[config.mk]
export PLATFORM = sky130hd
export DESIGN_NAME = tcc_timer_top
export DESIGN_NICKNAME = d
export VERILOG_FILES = /design/src/verilog/tcc_pkg.sv /design/src/verilog/tcc_capture_unit.sv /design/src/verilog/tcc_compare_unit.sv /design/src/verilog/tcc_timer_top.sv
export VERILOG_INCLUDE_DIRS = /design/src /design/src/verilog
export SDC_FILE = /design/constraint.sdc
export NUM_CORES = 1
export LEC_CHECK = 0
export BUFFER_PORTS_ARGS = -buffer_cell sky130_fd_sc_hd__buf_2
export CORE_MARGIN = 5
export CORE_UTILIZATION = 58
export CTS_CLUSTER_SIZE = 25
export DETAILED_ROUTE_END_ITERATION = 8
export PLACE_DENSITY = 0.82
export RECOVER_POWER = 25
export SETUP_SLACK_MARGIN = 0.1
export SLEW_MARGIN = 20
export SYNTH_ARGS = -nofsm -noshare
export SYNTH_HDL_FRONTEND = slang
export SYNTH_SLANG_ARGS = --single-unit
[constraint.sdc]
create_clock -name sys_clk -period 6 [get_ports sys_clk]
set_input_delay 0.9 -clock sys_clk [delete_from_list [all_inputs] [get_ports sys_clk]]
set_output_delay 0.9 -clock sys_clk [all_outputs]
set_load 0.03 [all_outputs]
[src/verilog/tcc_consts.svh]
// Offsets, field positions, reset values and codes of the timer block
// Behaviour
// - Control/status registers plus three sixteen-bit data pairs
// - Capture enable gates interrupt from capture flags
// - Compare enable gates interrupt from compare flags
// - Overflow enable gates interrupt from overflow flag
// - Force two copies level two to pin two
// - Force one copies level one to pin one
// - Compare-two match drives level two onto pin two outside the pulse modes
// - Pulse modes route level two to pin one
// - Edge bit picks falling or rising edge for capture one; capture two is rising only
// - Compare-one match drives level one onto pin one
// - Control register one is read/write, resets zero
`ifndef TCC_CONSTS_SVH
`define TCC_CONSTS_SVH

`define TCC_OFF_CTRL_ONE   8'h00
`define TCC_OFF_CTRL_TWO   8'h04
`define TCC_OFF_STATUS     8'h08
`define TCC_OFF_CLEAR      8'h0C
`define TCC_OFF_IRQ_EN     8'h10
`define TCC_OFF_COUNT      8'h14
`define TCC_OFF_ALT_COUNT  8'h18
`define TCC_OFF_CMP_ONE    8'h1C
`define TCC_OFF_CMP_TWO    8'h20
`define TCC_OFF_CAP_ONE    8'h24
`define TCC_OFF_CAP_TWO    8'h28

`define TCC_C1_CAP_IE      7
`define TCC_C1_CMP_IE      6
`define TCC_C1_OVF_IE      5
`define TCC_C1_FORCE_TWO   4
`define TCC_C1_FORCE_ONE   3
`define TCC_C1_LEVEL_TWO   2
`define TCC_C1_EDGE_ONE    1
`define TCC_C1_LEVEL_ONE   0

`define TCC_C2_OUT_ONE_EN  0
`define TCC_C2_OUT_TWO_EN  1
`define TCC_C2_ONE_PULSE   2
`define TCC_C2_PWM         3

`define TCC_ST_CAP_ONE     0
`define TCC_ST_CAP_TWO     1
`define TCC_ST_CMP_ONE     2
`define TCC_ST_CMP_TWO     3
`define TCC_ST_OVF         4

`define TCC_CTRL_ONE_RST   8'h00
`define TCC_CTRL_TWO_RST   4'h0
`define TCC_STATUS_RST     5'h00
`define TCC_WORD_RST       16'h0000
`define TCC_CNT_MAX        16'hFFFF
`define TCC_RESP_OKAY      2'h0
`define TCC_RESP_SLVERR    2'h2

`endif

[src/verilog/tcc_pkg.sv]
// Types shared by the timer capture/compare files
package tcc_pkg;
	typedef logic [15:0] tcc_word_t;
	typedef logic [7:0]  tcc_byte_t;
	typedef logic [4:0]  tcc_flags_t;
	typedef enum {TCC_OUT_NORMAL, TCC_OUT_PULSE} tcc_outmode_t;
endpackage

[src/verilog/tcc_capture_unit.sv]
// Input capture channel: pin synchroniser, edge select and value latch
`include "tcc_consts.svh"
module tcc_capture_unit (
	input  wire logic              sys_clk,
	input  wire logic              rst,
	input  wire logic              capPin,
	input  wire logic              risingSel,
	input  wire tcc_pkg::tcc_word_t count,
	output logic                   capEvent,
	output tcc_pkg::tcc_word_t     capValue
);
	import tcc_pkg::*;

	logic      sync1_r;
	logic      sync2_r;
	logic      prev_r;
	logic      event_r;
	logic      event_nxt;
	tcc_word_t value_r;
	tcc_word_t value_nxt;

	always_comb begin
		// Only the second stage and its delayed copy feed the edge test
		if (risingSel) begin
			event_nxt = sync2_r && !prev_r;
		end else begin
			event_nxt = !sync2_r && prev_r;
		end
		value_nxt = event_nxt ? count : value_r;
	end

	always_ff @(posedge sys_clk or posedge rst) begin
		if (rst) begin
			sync1_r <= 1'b0;
			sync2_r <= 1'b0;
			prev_r  <= 1'b0;
			event_r <= 1'b0;
			value_r <= `TCC_WORD_RST;
		end else begin
			sync1_r <= capPin;
			sync2_r <= sync1_r;
			prev_r  <= sync2_r;
			event_r <= event_nxt;
			value_r <= value_nxt;
		end
	end

	assign capEvent = event_r;
	assign capValue = value_r;
endmodule // tcc_capture_unit

[src/verilog/tcc_compare_unit.sv]
// Output compare channel: registered match of counter against value
`include "tcc_consts.svh"
module tcc_compare_unit (
	input  wire logic               sys_clk,
	input  wire logic               rst,
	input  wire tcc_pkg::tcc_word_t count,
	input  wire tcc_pkg::tcc_word_t value,
	output logic                    match
);
	import tcc_pkg::*;

	logic match_r;
	logic match_nxt;

	always_comb begin
		match_nxt = (count == value);
	end

	always_ff @(posedge sys_clk or posedge rst) begin
		if (rst) begin
			match_r <= 1'b0;
		end else begin
			match_r <= match_nxt;
		end
	end

	assign match = match_r;
endmodule // tcc_compare_unit

[src/verilog/tcc_timer_top.sv]
// Timer capture/compare control block with AXI4-Lite register slave
//
// The AXI4-Lite register port and the address map were left to the implementer.
`include "tcc_consts.svh"
module tcc_timer_top #(
	parameter int ADDR_W = 8
) (
	input  wire logic              sys_clk,
	input  wire logic              rst,
	input  wire logic [ADDR_W-1:0] s_axi_awaddr,
	input  wire logic              s_axi_awvalid,
	output logic                   s_axi_awready,
	input  wire logic [31:0]       s_axi_wdata,
	input  wire logic [3:0]        s_axi_wstrb,
	input  wire logic              s_axi_wvalid,
	output logic                   s_axi_wready,
	output logic [1:0]             s_axi_bresp,
	output logic                   s_axi_bvalid,
	input  wire logic              s_axi_bready,
	input  wire logic [ADDR_W-1:0] s_axi_araddr,
	input  wire logic              s_axi_arvalid,
	output logic                   s_axi_arready,
	output logic [31:0]            s_axi_rdata,
	output logic [1:0]             s_axi_rresp,
	output logic                   s_axi_rvalid,
	input  wire logic              s_axi_rready,
	input  wire logic              captureInPinOne,
	input  wire logic              captureInPinTwo,
	output logic                   compareOutPinOne,
	output logic                   compareOutPinTwo,
	output logic                   timerIrq
);
	import tcc_pkg::*;

	// Bus write side
	logic              awHeld_r;
	logic              awHeld_nxt;
	logic [ADDR_W-1:0] awAddr_r;
	logic [ADDR_W-1:0] awAddr_nxt;
	logic              wHeld_r;
	logic              wHeld_nxt;
	logic [31:0]       wData_r;
	logic [31:0]       wData_nxt;
	logic [3:0]        wStrb_r;
	logic [3:0]        wStrb_nxt;
	logic              bvalid_r;
	logic              bvalid_nxt;
	logic [1:0]        bresp_r;
	logic [1:0]        bresp_nxt;
	logic              doWrite;
	logic              wrHit;

	// Bus read side
	logic              rvalid_r;
	logic              rvalid_nxt;
	logic [31:0]       rdata_r;
	logic [31:0]       rdata_nxt;
	logic [1:0]        rresp_r;
	logic [1:0]        rresp_nxt;

	// Timer state
	tcc_byte_t         ctrlOne_r;
	tcc_byte_t         ctrlOne_nxt;
	logic [3:0]        ctrlTwo_r;
	logic [3:0]        ctrlTwo_nxt;
	tcc_flags_t        status_r;
	tcc_flags_t        status_nxt;
	tcc_flags_t        irqEn_r;
	tcc_flags_t        irqEn_nxt;
	tcc_flags_t        statusSet;
	tcc_flags_t        statusClr;
	tcc_flags_t        groupEn;
	tcc_word_t         count_r;
	tcc_word_t         count_nxt;
	tcc_word_t         cmpVal_r [2];
	tcc_word_t         cmpVal_nxt [2];
	tcc_word_t         capVal [2];
	logic [1:0]        capEvent;
	logic [1:0]        cmpMatch;
	logic [1:0]        edgeSel;
	logic [1:0]        capPins;
	logic              overflow;
	logic              pinOne_r;
	logic              pinOne_nxt;
	logic              pinTwo_r;
	logic              pinTwo_nxt;
	logic              forceOne;
	logic              forceTwo;
	tcc_outmode_t      outMode;

	function automatic tcc_word_t mergeWord(tcc_word_t old,
		logic [31:0] data, logic [3:0] strb);
		tcc_word_t res;
		res = old;
		if (strb[0]) begin
			res[7:0] = data[7:0];
		end
		if (strb[1]) begin
			res[15:8] = data[15:8];
		end
		return res;
	endfunction

	// Capture channel two always triggers on rising edges
	assign edgeSel = {1'b1, ctrlOne_r[`TCC_C1_EDGE_ONE]};
	assign capPins = {captureInPinTwo, captureInPinOne};

	for (genvar ch = 0; ch < 2; ch++) begin : gChan
		tcc_capture_unit uCap (
			.sys_clk   (sys_clk),
			.rst       (rst),
			.capPin    (capPins[ch]),
			.risingSel (edgeSel[ch]),
			.count     (count_r),
			.capEvent  (capEvent[ch]),
			.capValue  (capVal[ch])
		);
		tcc_compare_unit uCmp (
			.sys_clk (sys_clk),
			.rst     (rst),
			.count   (count_r),
			.value   (cmpVal_r[ch]),
			.match   (cmpMatch[ch])
		);
	end

	// AXI write channel: address and data held until both have arrived
	always_comb begin
		awHeld_nxt = awHeld_r;
		awAddr_nxt = awAddr_r;
		wHeld_nxt  = wHeld_r;
		wData_nxt  = wData_r;
		wStrb_nxt  = wStrb_r;
		bvalid_nxt = bvalid_r;
		bresp_nxt  = bresp_r;
		doWrite    = awHeld_r && wHeld_r && !bvalid_r;
		unique case (awAddr_r)
			`TCC_OFF_CTRL_ONE, `TCC_OFF_CTRL_TWO, `TCC_OFF_CLEAR,
			`TCC_OFF_IRQ_EN, `TCC_OFF_CMP_ONE, `TCC_OFF_CMP_TWO,
			`TCC_OFF_STATUS, `TCC_OFF_COUNT, `TCC_OFF_ALT_COUNT,
			`TCC_OFF_CAP_ONE, `TCC_OFF_CAP_TWO: wrHit = 1'b1;
			default: wrHit = 1'b0;
		endcase
		if (s_axi_awvalid && !awHeld_r) begin
			awHeld_nxt = 1'b1;
			awAddr_nxt = s_axi_awaddr;
		end
		if (s_axi_wvalid && !wHeld_r) begin
			wHeld_nxt = 1'b1;
			wData_nxt = s_axi_wdata;
			wStrb_nxt = s_axi_wstrb;
		end
		if (bvalid_r && s_axi_bready) begin
			bvalid_nxt = 1'b0;
		end
		if (doWrite) begin
			awHeld_nxt = 1'b0;
			wHeld_nxt  = 1'b0;
			bvalid_nxt = 1'b1;
			bresp_nxt  = wrHit ? `TCC_RESP_OKAY : `TCC_RESP_SLVERR;
		end
	end

	// AXI read channel: one read at a time, answer on the next cycle
	always_comb begin
		rvalid_nxt = rvalid_r;
		rdata_nxt  = rdata_r;
		rresp_nxt  = rresp_r;
		if (rvalid_r && s_axi_rready) begin
			rvalid_nxt = 1'b0;
		end
		if (s_axi_arvalid && !rvalid_r) begin
			rvalid_nxt = 1'b1;
			rresp_nxt  = `TCC_RESP_OKAY;
			rdata_nxt  = 32'h0000_0000;
			unique case (s_axi_araddr)
				`TCC_OFF_CTRL_ONE:  rdata_nxt[7:0]  = ctrlOne_r;
				`TCC_OFF_CTRL_TWO:  rdata_nxt[3:0]  = ctrlTwo_r;
				`TCC_OFF_STATUS:    rdata_nxt[4:0]  = status_r;
				`TCC_OFF_CLEAR:     rdata_nxt       = 32'h0000_0000;
				`TCC_OFF_IRQ_EN:    rdata_nxt[4:0]  = irqEn_r;
				// Both counter views show the one free-running count
				`TCC_OFF_COUNT:     rdata_nxt[15:0] = count_r;
				`TCC_OFF_ALT_COUNT: rdata_nxt[15:0] = count_r;
				`TCC_OFF_CMP_ONE:   rdata_nxt[15:0] = cmpVal_r[0];
				`TCC_OFF_CMP_TWO:   rdata_nxt[15:0] = cmpVal_r[1];
				`TCC_OFF_CAP_ONE:   rdata_nxt[15:0] = capVal[0];
				`TCC_OFF_CAP_TWO:   rdata_nxt[15:0] = capVal[1];
				default:            rresp_nxt = `TCC_RESP_SLVERR;
			endcase
		end
	end

	// Register file, counter and status flags
	always_comb begin
		ctrlOne_nxt = ctrlOne_r;
		ctrlTwo_nxt = ctrlTwo_r;
		irqEn_nxt   = irqEn_r;
		cmpVal_nxt  = cmpVal_r;
		statusClr   = `TCC_STATUS_RST;
		forceOne    = 1'b0;
		forceTwo    = 1'b0;
		count_nxt   = 16'(count_r + 16'h0001);
		overflow    = (count_r == `TCC_CNT_MAX);
		if (doWrite && wStrb_r[0]) begin
			unique case (awAddr_r)
				`TCC_OFF_CTRL_ONE: begin
					ctrlOne_nxt = wData_r[7:0];
					forceOne = wData_r[`TCC_C1_FORCE_ONE];
					forceTwo = wData_r[`TCC_C1_FORCE_TWO];
				end
				`TCC_OFF_CTRL_TWO: ctrlTwo_nxt = wData_r[3:0];
				`TCC_OFF_CLEAR:    statusClr   = wData_r[4:0];
				`TCC_OFF_IRQ_EN:   irqEn_nxt   = wData_r[4:0];
				default: ;
			endcase
		end
		if (doWrite && awAddr_r == `TCC_OFF_CMP_ONE) begin
			cmpVal_nxt[0] = mergeWord(cmpVal_r[0], wData_r, wStrb_r);
		end
		if (doWrite && awAddr_r == `TCC_OFF_CMP_TWO) begin
			cmpVal_nxt[1] = mergeWord(cmpVal_r[1], wData_r, wStrb_r);
		end
		statusSet = '0;
		statusSet[`TCC_ST_CAP_ONE] = capEvent[0];
		statusSet[`TCC_ST_CAP_TWO] = capEvent[1];
		statusSet[`TCC_ST_CMP_ONE] = cmpMatch[0];
		statusSet[`TCC_ST_CMP_TWO] = cmpMatch[1];
		statusSet[`TCC_ST_OVF]     = overflow;
		// A flag event in the clearing cycle survives the clear
		status_nxt = (status_r & ~statusClr) | statusSet;
	end

	// Each flag reaches the line only if its group enable is also set
	always_comb begin
		groupEn = '0;
		groupEn[`TCC_ST_CAP_ONE] = ctrlOne_r[`TCC_C1_CAP_IE];
		groupEn[`TCC_ST_CAP_TWO] = ctrlOne_r[`TCC_C1_CAP_IE];
		groupEn[`TCC_ST_CMP_ONE] = ctrlOne_r[`TCC_C1_CMP_IE];
		groupEn[`TCC_ST_CMP_TWO] = ctrlOne_r[`TCC_C1_CMP_IE];
		groupEn[`TCC_ST_OVF]     = ctrlOne_r[`TCC_C1_OVF_IE];
	end

	assign timerIrq = |(status_r & irqEn_r & groupEn);

	// Output pins; forced copies use the level being written alongside
	always_comb begin
		pinOne_nxt = pinOne_r;
		pinTwo_nxt = pinTwo_r;
		if (ctrlTwo_r[`TCC_C2_ONE_PULSE] || ctrlTwo_r[`TCC_C2_PWM]) begin
			outMode = TCC_OUT_PULSE;
		end else begin
			outMode = TCC_OUT_NORMAL;
		end
		// Disabled outputs keep their level untouched
		if (ctrlTwo_r[`TCC_C2_OUT_ONE_EN]) begin
			if (cmpMatch[0]) begin
				pinOne_nxt = ctrlOne_r[`TCC_C1_LEVEL_ONE];
			end
			if (outMode == TCC_OUT_PULSE && cmpMatch[1]) begin
				pinOne_nxt = ctrlOne_r[`TCC_C1_LEVEL_TWO];
			end
			if (forceOne) begin
				pinOne_nxt = ctrlOne_nxt[`TCC_C1_LEVEL_ONE];
			end
		end
		if (ctrlTwo_r[`TCC_C2_OUT_TWO_EN]) begin
			if (outMode == TCC_OUT_NORMAL && cmpMatch[1]) begin
				pinTwo_nxt = ctrlOne_r[`TCC_C1_LEVEL_TWO];
			end
			if (forceTwo) begin
				pinTwo_nxt = ctrlOne_nxt[`TCC_C1_LEVEL_TWO];
			end
		end
	end

	always_ff @(posedge sys_clk or posedge rst) begin
		if (rst) begin
			awHeld_r <= 1'b0;
			awAddr_r <= '0;
			wHeld_r  <= 1'b0;
			wData_r  <= 32'h0000_0000;
			wStrb_r  <= 4'h0;
			bvalid_r <= 1'b0;
			bresp_r  <= `TCC_RESP_OKAY;
			rvalid_r <= 1'b0;
			rdata_r  <= 32'h0000_0000;
			rresp_r  <= `TCC_RESP_OKAY;
		end else begin
			awHeld_r <= awHeld_nxt;
			awAddr_r <= awAddr_nxt;
			wHeld_r  <= wHeld_nxt;
			wData_r  <= wData_nxt;
			wStrb_r  <= wStrb_nxt;
			bvalid_r <= bvalid_nxt;
			bresp_r  <= bresp_nxt;
			rvalid_r <= rvalid_nxt;
			rdata_r  <= rdata_nxt;
			rresp_r  <= rresp_nxt;
		end
	end

	always_ff @(posedge sys_clk or posedge rst) begin
		if (rst) begin
			ctrlOne_r   <= `TCC_CTRL_ONE_RST;
			ctrlTwo_r   <= `TCC_CTRL_TWO_RST;
			status_r    <= `TCC_STATUS_RST;
			irqEn_r     <= `TCC_STATUS_RST;
			count_r     <= `TCC_WORD_RST;
			cmpVal_r[0] <= `TCC_WORD_RST;
			cmpVal_r[1] <= `TCC_WORD_RST;
			pinOne_r    <= 1'b0;
			pinTwo_r    <= 1'b0;
		end else begin
			ctrlOne_r   <= ctrlOne_nxt;
			ctrlTwo_r   <= ctrlTwo_nxt;
			status_r    <= status_nxt;
			irqEn_r     <= irqEn_nxt;
			count_r     <= count_nxt;
			cmpVal_r    <= cmpVal_nxt;
			pinOne_r    <= pinOne_nxt;
			pinTwo_r    <= pinTwo_nxt;
		end
	end

	assign s_axi_awready    = !awHeld_r;
	assign s_axi_wready     = !wHeld_r;
	assign s_axi_bvalid     = bvalid_r;
	assign s_axi_bresp      = bresp_r;
	assign s_axi_arready    = !rvalid_r;
	assign s_axi_rvalid     = rvalid_r;
	assign s_axi_rdata      = rdata_r;
	assign s_axi_rresp      = rresp_r;
	assign compareOutPinOne = pinOne_r;
	assign compareOutPinTwo = pinTwo_r;
endmodule // tcc_timer_top
==> metrics.md, run 1 <==
| Metric | Value |
|---|---|
| Status | `completed` |
| Layout cells sized above 1 | `29.9%` |
| Iter 0 DRT Violations | `approximately 530` |
| Drt wl/cell | `21.7 um` |
| P&R area growth vs syn | `11.5%` |
| Cts bufs inserted | `17` |
| Crit path capture type | `register` |
| Worst-path maximum fanout | `27` |
| GR Util met1 | `34.1%` |
| IO Pins | `approximately 110` |
| Most frequent cell after synthesis | `dfrtp_1` |
| Unrepaired setup endpoints after global routing | `false` |
| Clock Latency Late Sink | `between 0.4 and 0.5 ns` |
| Reg clk slew, reported paths | `around 0.070 ns` |
| Register area | `4050 sq um` |
| Setup crit start kind | `primary input` |
| Worst-Margin Slew | `1.29 ns` |
| Port Buf Inserts | `68` |
| Core Box Area | `roughly 13000 sq um` |
| Row cnt | `42` |
| Largest net degree at the start of global routing | `around 100` |
| Syn Area/Cell | `11.9 sq um` |
| Final Slew Violations | `0` |
| YS warnings | `0` |
| Final nets | `about 760` |
| Crit path DAT | `~3.1 ns` |
| Global-route wire length before repair | `approximately 31000 um` |
| Drt first pass iters | `5` |
| Post-Syn Area | `a little under 8000 sq um` |
| Fillers | `~980` |
| Final Non-Filler Cells | `888` |
| Post-synth top cells | `dfrtp_1 (162), mux2_2 (102), xnor2_1 (43)` |
| Drt drc | `0` |
| Post-synth ARST share | `100%` |
| Setup TNS | `0 ns` |
| Placed Cells incl. Taps | `856` |
| Required @ worst endpoint | `6.33 ns` |
| Routing usage on met2 | `39.0%` |
| Final GP Congestion | `0.969` |
| # H-tree levels | `4` |
| Vias in the first global route | `between 5k and 6k` |
| Leakage | `3.93 nW` |
| CTS tree | `done` |
| Clk root buf | `clkbuf_16` |
| Setup Skew | `0.00687 ns` |
| Synth area leader | `dfrtp_1` |
| Final Hold Viols | `0` |
| Slew headroom | `approximately 14%` |
| Die Wd | `126 um` |
| #FFs+latches synth | `approximately 160` |
| Final core occ | `about two thirds` |
| Hold WS | `0.351 ns` |
| Max_cap viols | `0` |
| Critical setup path kind | `in -> reg` |
| Fmax | `approximately 360 MHz` |
| Seq/Total Area, Yosys | `52.3%` |
| Met3 Usage GRT | `6.27%` |
| Die area | `15800 sq um` |
| EDFF count, synth | `0` |
| Gr ovfl total | `0` |
| Post-CTS resize count | `0` |
| Final number of setup-violating endpoints | `0` |
| Grt peak-use layer | `met2` |
| Synth Flop Type | `dfrtp_1` |
| Top cell type's share of synthesized area | `52.3%` |
| Vias | `5485` |
| Total GRT Usage | `25.0%` |
| Fin crit period | `2.81 ns` |
| Worst Hold Class | `reg -> reg` |
| Main area contributors after synthesis | `dfrtp_1 (52%), mux2_2 (15%), xnor2_1 (4.9%)` |
| Power density cells | `348 nW/um^2` |
| Syn Inst Count | `650` |
| Antenna Nets Post-Route | `0` |
| Synth cell types | `60` |
| Clk buf depth | `2` |
| Hold buffer count at CTS | `0` |
| Worst vdd ir | `345 uV` |
| Starting Density | `between 50% and 60%` |
| Tcrit/Tclk final | `46.8%` |
| Antenna violations before repair | `0` |
| Setup bufs post-CTS | `0` |
| DP HPWL | `~13000 um` |
| Sink Count | `162` |
| Vias per inst | `6.18` |
| Ant. Diodes | `0` |
| Multi-input gate area | `approximately 3400 sq um` |
| Routed WL | `19200 um` |
| Die H | `126 um` |
-- cells in the final DEF, fill, tap and decap left out, types with 4 or more instances in the layout --
cell type / instances
a22oi_1: 10
o21ai_0: 19
a21o_1: 6
a211oi_1: 5
nand2_1: 39
and2_1: 4
conb_1: 18
nor3_1: 10
xnor2_1: 43
nand4_1: 9
clkbuf_1: 4
dfrtp_1: 162
a221oi_1: 6
inv_6: 4
o22ai_1: 6
nand3_1: 11
inv_1: 16
xor2_1: 4
and3_1: 6
a21oi_1: 13
mux2_2: 102
buf_2: 67
nor2b_1: 10
a22o_1: 16
nor2_1: 23
mux2i_1: 19
clkbuf_16: 17
-- worst max-delay path, cell delays in order --
cell	delay, ns
buf_2	0.60
xor2_1	0.65
and3_1	0.53
a32o_1	0.19
nor2_1	0.04
a211oi_1	0.22
-- worst paths after layout --
check	start	end	slack [ns]	cells after the start
hold / removal	gChan[1].uCap.sync1_r	gChan[1].uCap.sync2_r	0.35	0
hold reg to reg	gChan[1].uCap.sync1_r	gChan[1].uCap.sync2_r	0.35	0
setup reg to reg	s_axi_bvalid	status_r[4]	3.66	5
min in group asynchronous	rst	s_axi_bvalid	0.68	2
max in group asynchronous	rst	awAddr_r[2]	4.02	3
setup / recovery	s_axi_araddr[2]	s_axi_rdata[0]	3.19	6
-- through the flow --
| stage | setup WS [ns] | area (sq um) | power, mW |
|---|---|---|---|
| 2_1_floorplan | 0.723 | 7820 | 1.81 |
| 3_3_place_gp | 2.88 | 8100 | 1.94 |
| 3_5_place_dp | 2.83 | 8110 | 1.98 |
| 4_1_cts | 3.24 | 8680 | 3.02 |
| 5_1_grt | 3.10 | 8650 | 3.13 |
| 6_report | 3.19 | 8650 | 3.01 |
-- metal layers --
metal  up-vias  part of all wire (%)
li1       2398                     -
met3        48                   8.2
met2       280                    48
met5         -                     0
met4         0                   3.0
met1      2759                    41
-- report_power, final --
group | internal, mW | leakage (nW) | total, mW | switching (mW)
Combinational | 0.237 | 1.56 | 0.502 | 0.266
Clock | 0.588 | 0.272 | 1.05 | 0.458
Sequential | 1.26 | 2.10 | 1.46 | 0.200
-- flip-flops by register name, indices dropped and copies added, names as in the netlist, 5 cells and up --
register,count
cmpVal_r,32
gChan.uCap.capValue,32
count_r,16
s_axi_rdata,16
wData_r,16
awAddr_r,8
ctrlOne_r,8
irqEn_r,5
status_r,5
-- layout make-up --
cell class	instances	area share [%]
Timing Repair Buffer	72	4.18
Inverter	17	0.795
Sequential cell	162	46.9
Tap cell	176	2.55
Multi-Input combinational cell	429	39.0
Clock inverter	13	1.46
Clock buffer	19	5.12
-- kinds of logic after synthesis --
logic type | Yosys count | share of synthesized area (%)
xor gates and xnor gates | 47 | 5.31
AOI/OAI and AO/OA | 107 | 9.98
and+or+nand+nor | 135 | 10.1
buffers and inverters | 76 | 4.85
adders and majority gates | 1 | 0.161
other | 1 | 0.0483
muxes | 121 | 17.3
DFF | 162 | 52.3
No activity file was read; power rests on OpenSTA's default activity.
==> inputs of run 2 (changes only) <==
Clock period 6 ns to 2.9 ns, I/O delays scaled along.
==> metrics.md, run 2 (synthesized netlist as in run 1, its figures left out) <==
| Metric | Value |
|---|---|
| Final Non-Filler Cells | `about 900` |
| Crit path DAT | `between 2 and 3 ns` |
| Critical setup path kind | `reg -> reg` |
| Crit-path cells | `or4_1, nor4_4, mux2_2` |
| Setup bufs post-CTS | `0` |
| PnR worst setup slack | `0.637 ns` |
| Leakage | `4.03 nW` |
| Tcrit/Tclk final | `78.0%` |
| Worst-path maximum fanout | `13` |
| Critical Path Max Stage Delay | `0.66 ns` |
| Reg clk slew, reported paths | `0.06 ns` |
| Global-route wire length before repair | `between 30000 and 40000 um` |
| Port Buf Inserts | `68` |
| Routed WL | `between 15000 and 20000 um` |
| Slowest stage cell on the critical path | `nor4_4` |
| Drt wl/cell | `21.0 um` |
| IO Pins | `105` |
| Final Slew Violations | `0` |
| Sink Count | `between 150 and 200` |
| Largest net degree at the start of global routing | `49` |
| Commonest non-fill, non-tap cell in the layout | `dfrtp_1` |
| Most frequent cells in the layout | `dfrtp_1 (162), mux2_2 (102), buf_2 (68)` |
| Row cnt | `between 40 and 50` |
| Switching Fraction | `29.6%` |
| Clk buf depth | `2` |
| DP HPWL | `13500 um` |
| Die area | `roughly 16000 sq um` |
| Vias in the first global route | `5656` |
| Die Wd | `126 um` |
| Total GRT Usage | `24.7%` |
| CP top delay family | `simple AND/OR/NAND/NOR gates` |
| Layout cells sized above 1 | `32.0%` |
| Fin crit period | `approximately 2.3 ns` |
| Starting Density | `58.8%` |
| Sw power | `1.88 mW` |
| Status | `completed` |
| CP Buf/Inv Count | `0` |
| Antenna violations before repair | `0` |
| Unrepaired setup endpoints after global routing | `false` |
| P&R area growth vs syn | `13.4%` |
| Fillers | `944` |
| Iter 0 DRT Violations | `634` |
| Clk root buf | `clkbuf_16` |
| Setup crit start kind | `register` |
| Gr ovfl total | `0` |
| Cts bufs inserted | `17` |
| Worst Hold Class | `in -> reg` |
| Drt first pass iters | `5` |
| Vias | `5469` |
| Setup TNS | `0 ns` |
| # H-tree levels | `4` |
| Slew headroom | `17.0%` |
| Max_cap viols | `0` |
| Fin area | `8800 sq um` |
| Post-CTS resize count | `0` |
| Antenna Nets Post-Route | `0` |
| Worst-Margin Slew | `1.25 ns` |
| Final nets | `between 700 and 800` |
| Crit path capture type | `register` |
| Final GP Congestion | `0.932` |
| Hold buffer count at CTS | `0` |
| Ant. Diodes | `0` |
| Final number of setup-violating endpoints | `0` |
| Drt drc | `0` |
| Fmax | `442 MHz` |
| Vias per inst | `6.06` |
| Placed Cells incl. Taps | `870` |
| Post-place instance area | `8230 sq um` |
| Clock Latency Late Sink | `about 0.42 ns` |
| Final Hold Viols | `0` |
| Sequential cell fraction of total power | `47.7%` |
| Setup Skew | `0.00634 ns` |
| Power density cells | `721 nW/um^2` |
| Part of the power in the clock network | `35.6%` |
| Worst vdd ir | `approximately 540 uV` |
| Required @ worst endpoint | `3.21 ns` |
| Die H | `126 um` |
| Pint | `4.46 mW` |
| Core Box Area | `around 13000 sq um` |
| Combinational Power Share | `16.7%` |
| CTS tree | `done` |
| Pre-CTS setup slack | `around 0.67 ns` |
==> run 2: cell count changes in the layout (fill, tap and decap cells not counted), sizes merged <==
cell,change
inv,-3
clkbuf,+1
bufinv,+1
buf,+15
==> run 2: power groups by stage <==
stage	Combinational, mW	Sequential [mW]	Clock, mW
after detailed placement	1.06	3.05	0
after global placement	1.03	3.02	0
after CTS	1.07	3.01	2.28
final	1.06	3.02	2.26
after global routing	1.15	3.08	2.38
after floorplan	0.808	2.94	0
==> run 2: layout make-up <==
type,instances,area (sq um),area share (%)
Clock buffer,21,470,5.35
Inverter,17,65.1,0.739
Tap cell,176,220,2.50
Sequential cell,162,4050,46.1
Clock inverter,11,128,1.45
Timing Repair Buffer,86,470,5.35
Multi-Input combinational cell,429,3390,38.5
==> run 2: layer usage <==
metal / vias up / global-route usage (%) / part of all wire (%)
met3: 51 / 6.01 / 8.6
met4: 0 / 10.0 / 2.8
met5: - / 0 / 0
li1: 2419 / - / -
met1: 2693 / 33.6 / 41
met2: 306 / 38.5 / 48
==> run 2: worst paths after layout <==
path,to,depth (start not counted),start,slack (ns)
setup / recovery,ctrlOne_r[6],3,awAddr_r[2],0.64
hold / removal,gChan[1].uCap.sync1_r,1,captureInPinTwo,0.12
setup reg to reg,ctrlOne_r[6],3,awAddr_r[2],0.64
hold reg to reg,gChan[0].uCap.sync2_r,0,gChan[0].uCap.sync1_r,0.35
max in group asynchronous,gChan[0].uCap.capValue[3],3,rst,0.98
min in group asynchronous,awHeld_r,2,rst,0.20
==> run 2: through the flow <==
stage / total power [mW] / util (%) / hold slack, ns
finish: 6.34 / 66.7 / 0.116
global route: 6.60 / 66.7 / 0.104
CTS: 6.36 / 67.0 / 0.0799
detailed placement: 4.11 / 62.4 / 0.335
global placement: 4.04 / 62.4 / 0.332
floorplan: 3.75 / - / 0.331
==> inputs of run 3 (changes only) <==
Clock period 2.9 ns to 2.1 ns, I/O delays scaled along.
==> metrics.md, run 3 (synthesized netlist as in run 1, its figures left out) <==
| Metric | Value |
|---|---|
| Drt wl/cell | `21.3 um` |
| Placed Cells incl. Taps | `between 800 and 900` |
| P&R area growth vs syn | `16.9%` |
| Critical Path Max Stage Delay | `0.38 ns` |
| PnR worst setup slack | `0.0979 ns` |
| Routed WL | `19800 um` |
| CP dominant cell by count | `or2_4` |
| Clk root buf | `clkbuf_16` |
| Port Buf Inserts | `between 60 and 70` |
| Slew headroom | `between 20 and 25%` |
| Switching Fraction | `29.1%` |
| Final Slew Violations | `0` |
| CTS tree | `done` |
| Iter 0 DRT Violations | `around 540` |
| Unrepaired setup endpoints after global routing | `true` |
| Crit-path cells | `or2_4, or2_4, nand2b_4, nor4b_4, buf_4, mux2_2` |
| Combinational Power Share | `about 18%` |
| # H-tree levels | `4` |
| Crit path DAT | `2.32 ns` |
| Final GP Congestion | `between 0.9 and 1` |
| Worst Hold Class | `in -> reg` |
| Gr ovfl total | `0` |
| Worst-path maximum fanout | `4` |
| Tcrit/Tclk final | `95.3%` |
| Die H | `126 um` |
| Setup Skew | `0.0107 ns` |
| IO Pins | `105` |
| Largest net degree at the start of global routing | `41` |
| Part of the power in the clock network | `a little over a third` |
| Crit path capture type | `register` |
| Status | `completed` |
| Clock Latency Late Sink | `0.43 ns` |
| Pre-CTS setup slack | `0.129 ns` |
| Worst vdd ir | `779 uV` |
| Layout cells sized above 1 | `33.6%` |
| Total GRT Usage | `25.7%` |
| Vias in the first global route | `slightly below 6k` |
| Clk buf depth | `2` |
| Slowest stage cell on the critical path | `dfrtp_1` |
| Hold WS | `0.0699 ns` |
| Sink Count | `approximately 160` |
| Worst-Margin Slew | `1.17 ns` |
| Final Non-Filler Cells | `between 900 and 1k` |
| Setup TNS | `0 ns` |
| Vias | `~5.6k` |
| Power density cells | `approximately 1000 nW/um^2` |
| Antenna violations before repair | `0` |
| Commonest non-fill, non-tap cell in the layout | `dfrtp_1` |
| Drt drc | `0` |
| Critical setup path kind | `reg -> reg` |
| Starting Density | `58.8%` |
| Required @ worst endpoint | `2.42 ns` |
| Reg2reg path depth | `6` |
| Final nets | `799` |
| Leakage | `4.17 nW` |
| Drt first pass iters | `5` |
| Core Box Area | `13200 sq um` |
| Global-route wire length before repair | `31900 um` |
| Max_cap viols | `0` |
| Fin area | `9070 sq um` |
| Hold path cells | `2` |
| Pint | `6.48 mW` |
| Ant. Diodes | `0` |
| Reg clk slew, reported paths | `0.07 ns` |
| Vias per inst | `6.07` |
| Fmax | `approximately 500 MHz` |
| Sw power | `2.66 mW` |
| Antenna Nets Post-Route | `0` |
| DP HPWL | `14200 um` |
| Setup crit start kind | `register` |
| Final number of setup-violating endpoints | `0` |
| Most frequent cells in the layout | `dfrtp_1 (162), mux2_2 (102), buf_2 (68)` |
| Row cnt | `42` |
| Post-place instance area | `around 8400 sq um` |
| Tot Pwr | `9.14 mW` |
| Die area | `between 15000 and 20000 sq um` |
| Sequential cell fraction of total power | `~45%` |
| Cts bufs inserted | `17` |
| Fin crit period | `between 2 and 2.5 ns` |
| Final Hold Viols | `0` |
| Die Wd | `126 um` |
| Final core occ | `roughly 69%` |
| Fillers | `slightly above 900` |
-- run 3: cell count changes in the layout (fill, tap and decap cells not counted), sizes merged --
cell         delta
bufinv          +2
clkinvlp        -2
buf            +17
clkbuf          +4
dlygate4sd3     +3
-- run 3: what timing repair did --
item / 4_1_cts / 5_1_grt
hold endpoints to repair: 19 / 0
gates resized for setup: 0 / 4
hold buffers: 3 / 0
pin swaps: 1 / 2
endpoints found under the setup margin: 2 / 31
setup buffers: 0 / 4
-- run 3: worst paths after layout --
| path | start | end | slack, ns |
|---|---|---|---|
| min reg2reg | gChan[1].uCap.sync1_r | gChan[1].uCap.sync2_r | 0.36 |
| max | awAddr_r[6] | ctrlTwo_r[0] | 0.1 |
| min in group asynchronous | rst | wHeld_r | 0.61 |
| max reg2reg | awAddr_r[6] | ctrlTwo_r[0] | 0.1 |
| max in group asynchronous | rst | irqEn_r[1] | 0.44 |
| min | s_axi_rready | s_axi_rvalid | 0.07 |
-- run 3: area by class of cell --
class	count	area, sq um	share of cell area [%]
multi-input combinational	429	3400	37.5
inverter	17	65.1	0.718
sequential	162	4050	44.7
clock inverter	11	176	1.95
timing repair buffer	110	687	7.58
tap	176	220	2.43
clock buffer	21	460	5.08
-- run 3: power groups by stage --
stage                     Combinational, mW  Sequential [mW]  Clock [mW]
after detailed placement               1.59             4.17           0
after global placement                 1.52             4.12           0
after floorplan                        1.12             4.06           0
after global routing                   1.78             4.21        3.50
final                                  1.66             4.15        3.33
after CTS                              1.61             4.13        3.35
-- run 3: critical path, delay by kind of cell (launching register included) --
kind,cells,cell delay (ns)
flip-flops,1,0.38
multiplexers,1,0.34
buffers and inverters,1,0.19
AND/OR/NAND/NOR,4,0.98
-- run 3: metal layers --
layer,wire [um],GRT usage (%),vias up
met2,9520,40.8,285
li1,-,-,2468
met1,8110,34.3,2815
met5,0,0,-
met4,655,11.2,0
met3,1490,5.67,49
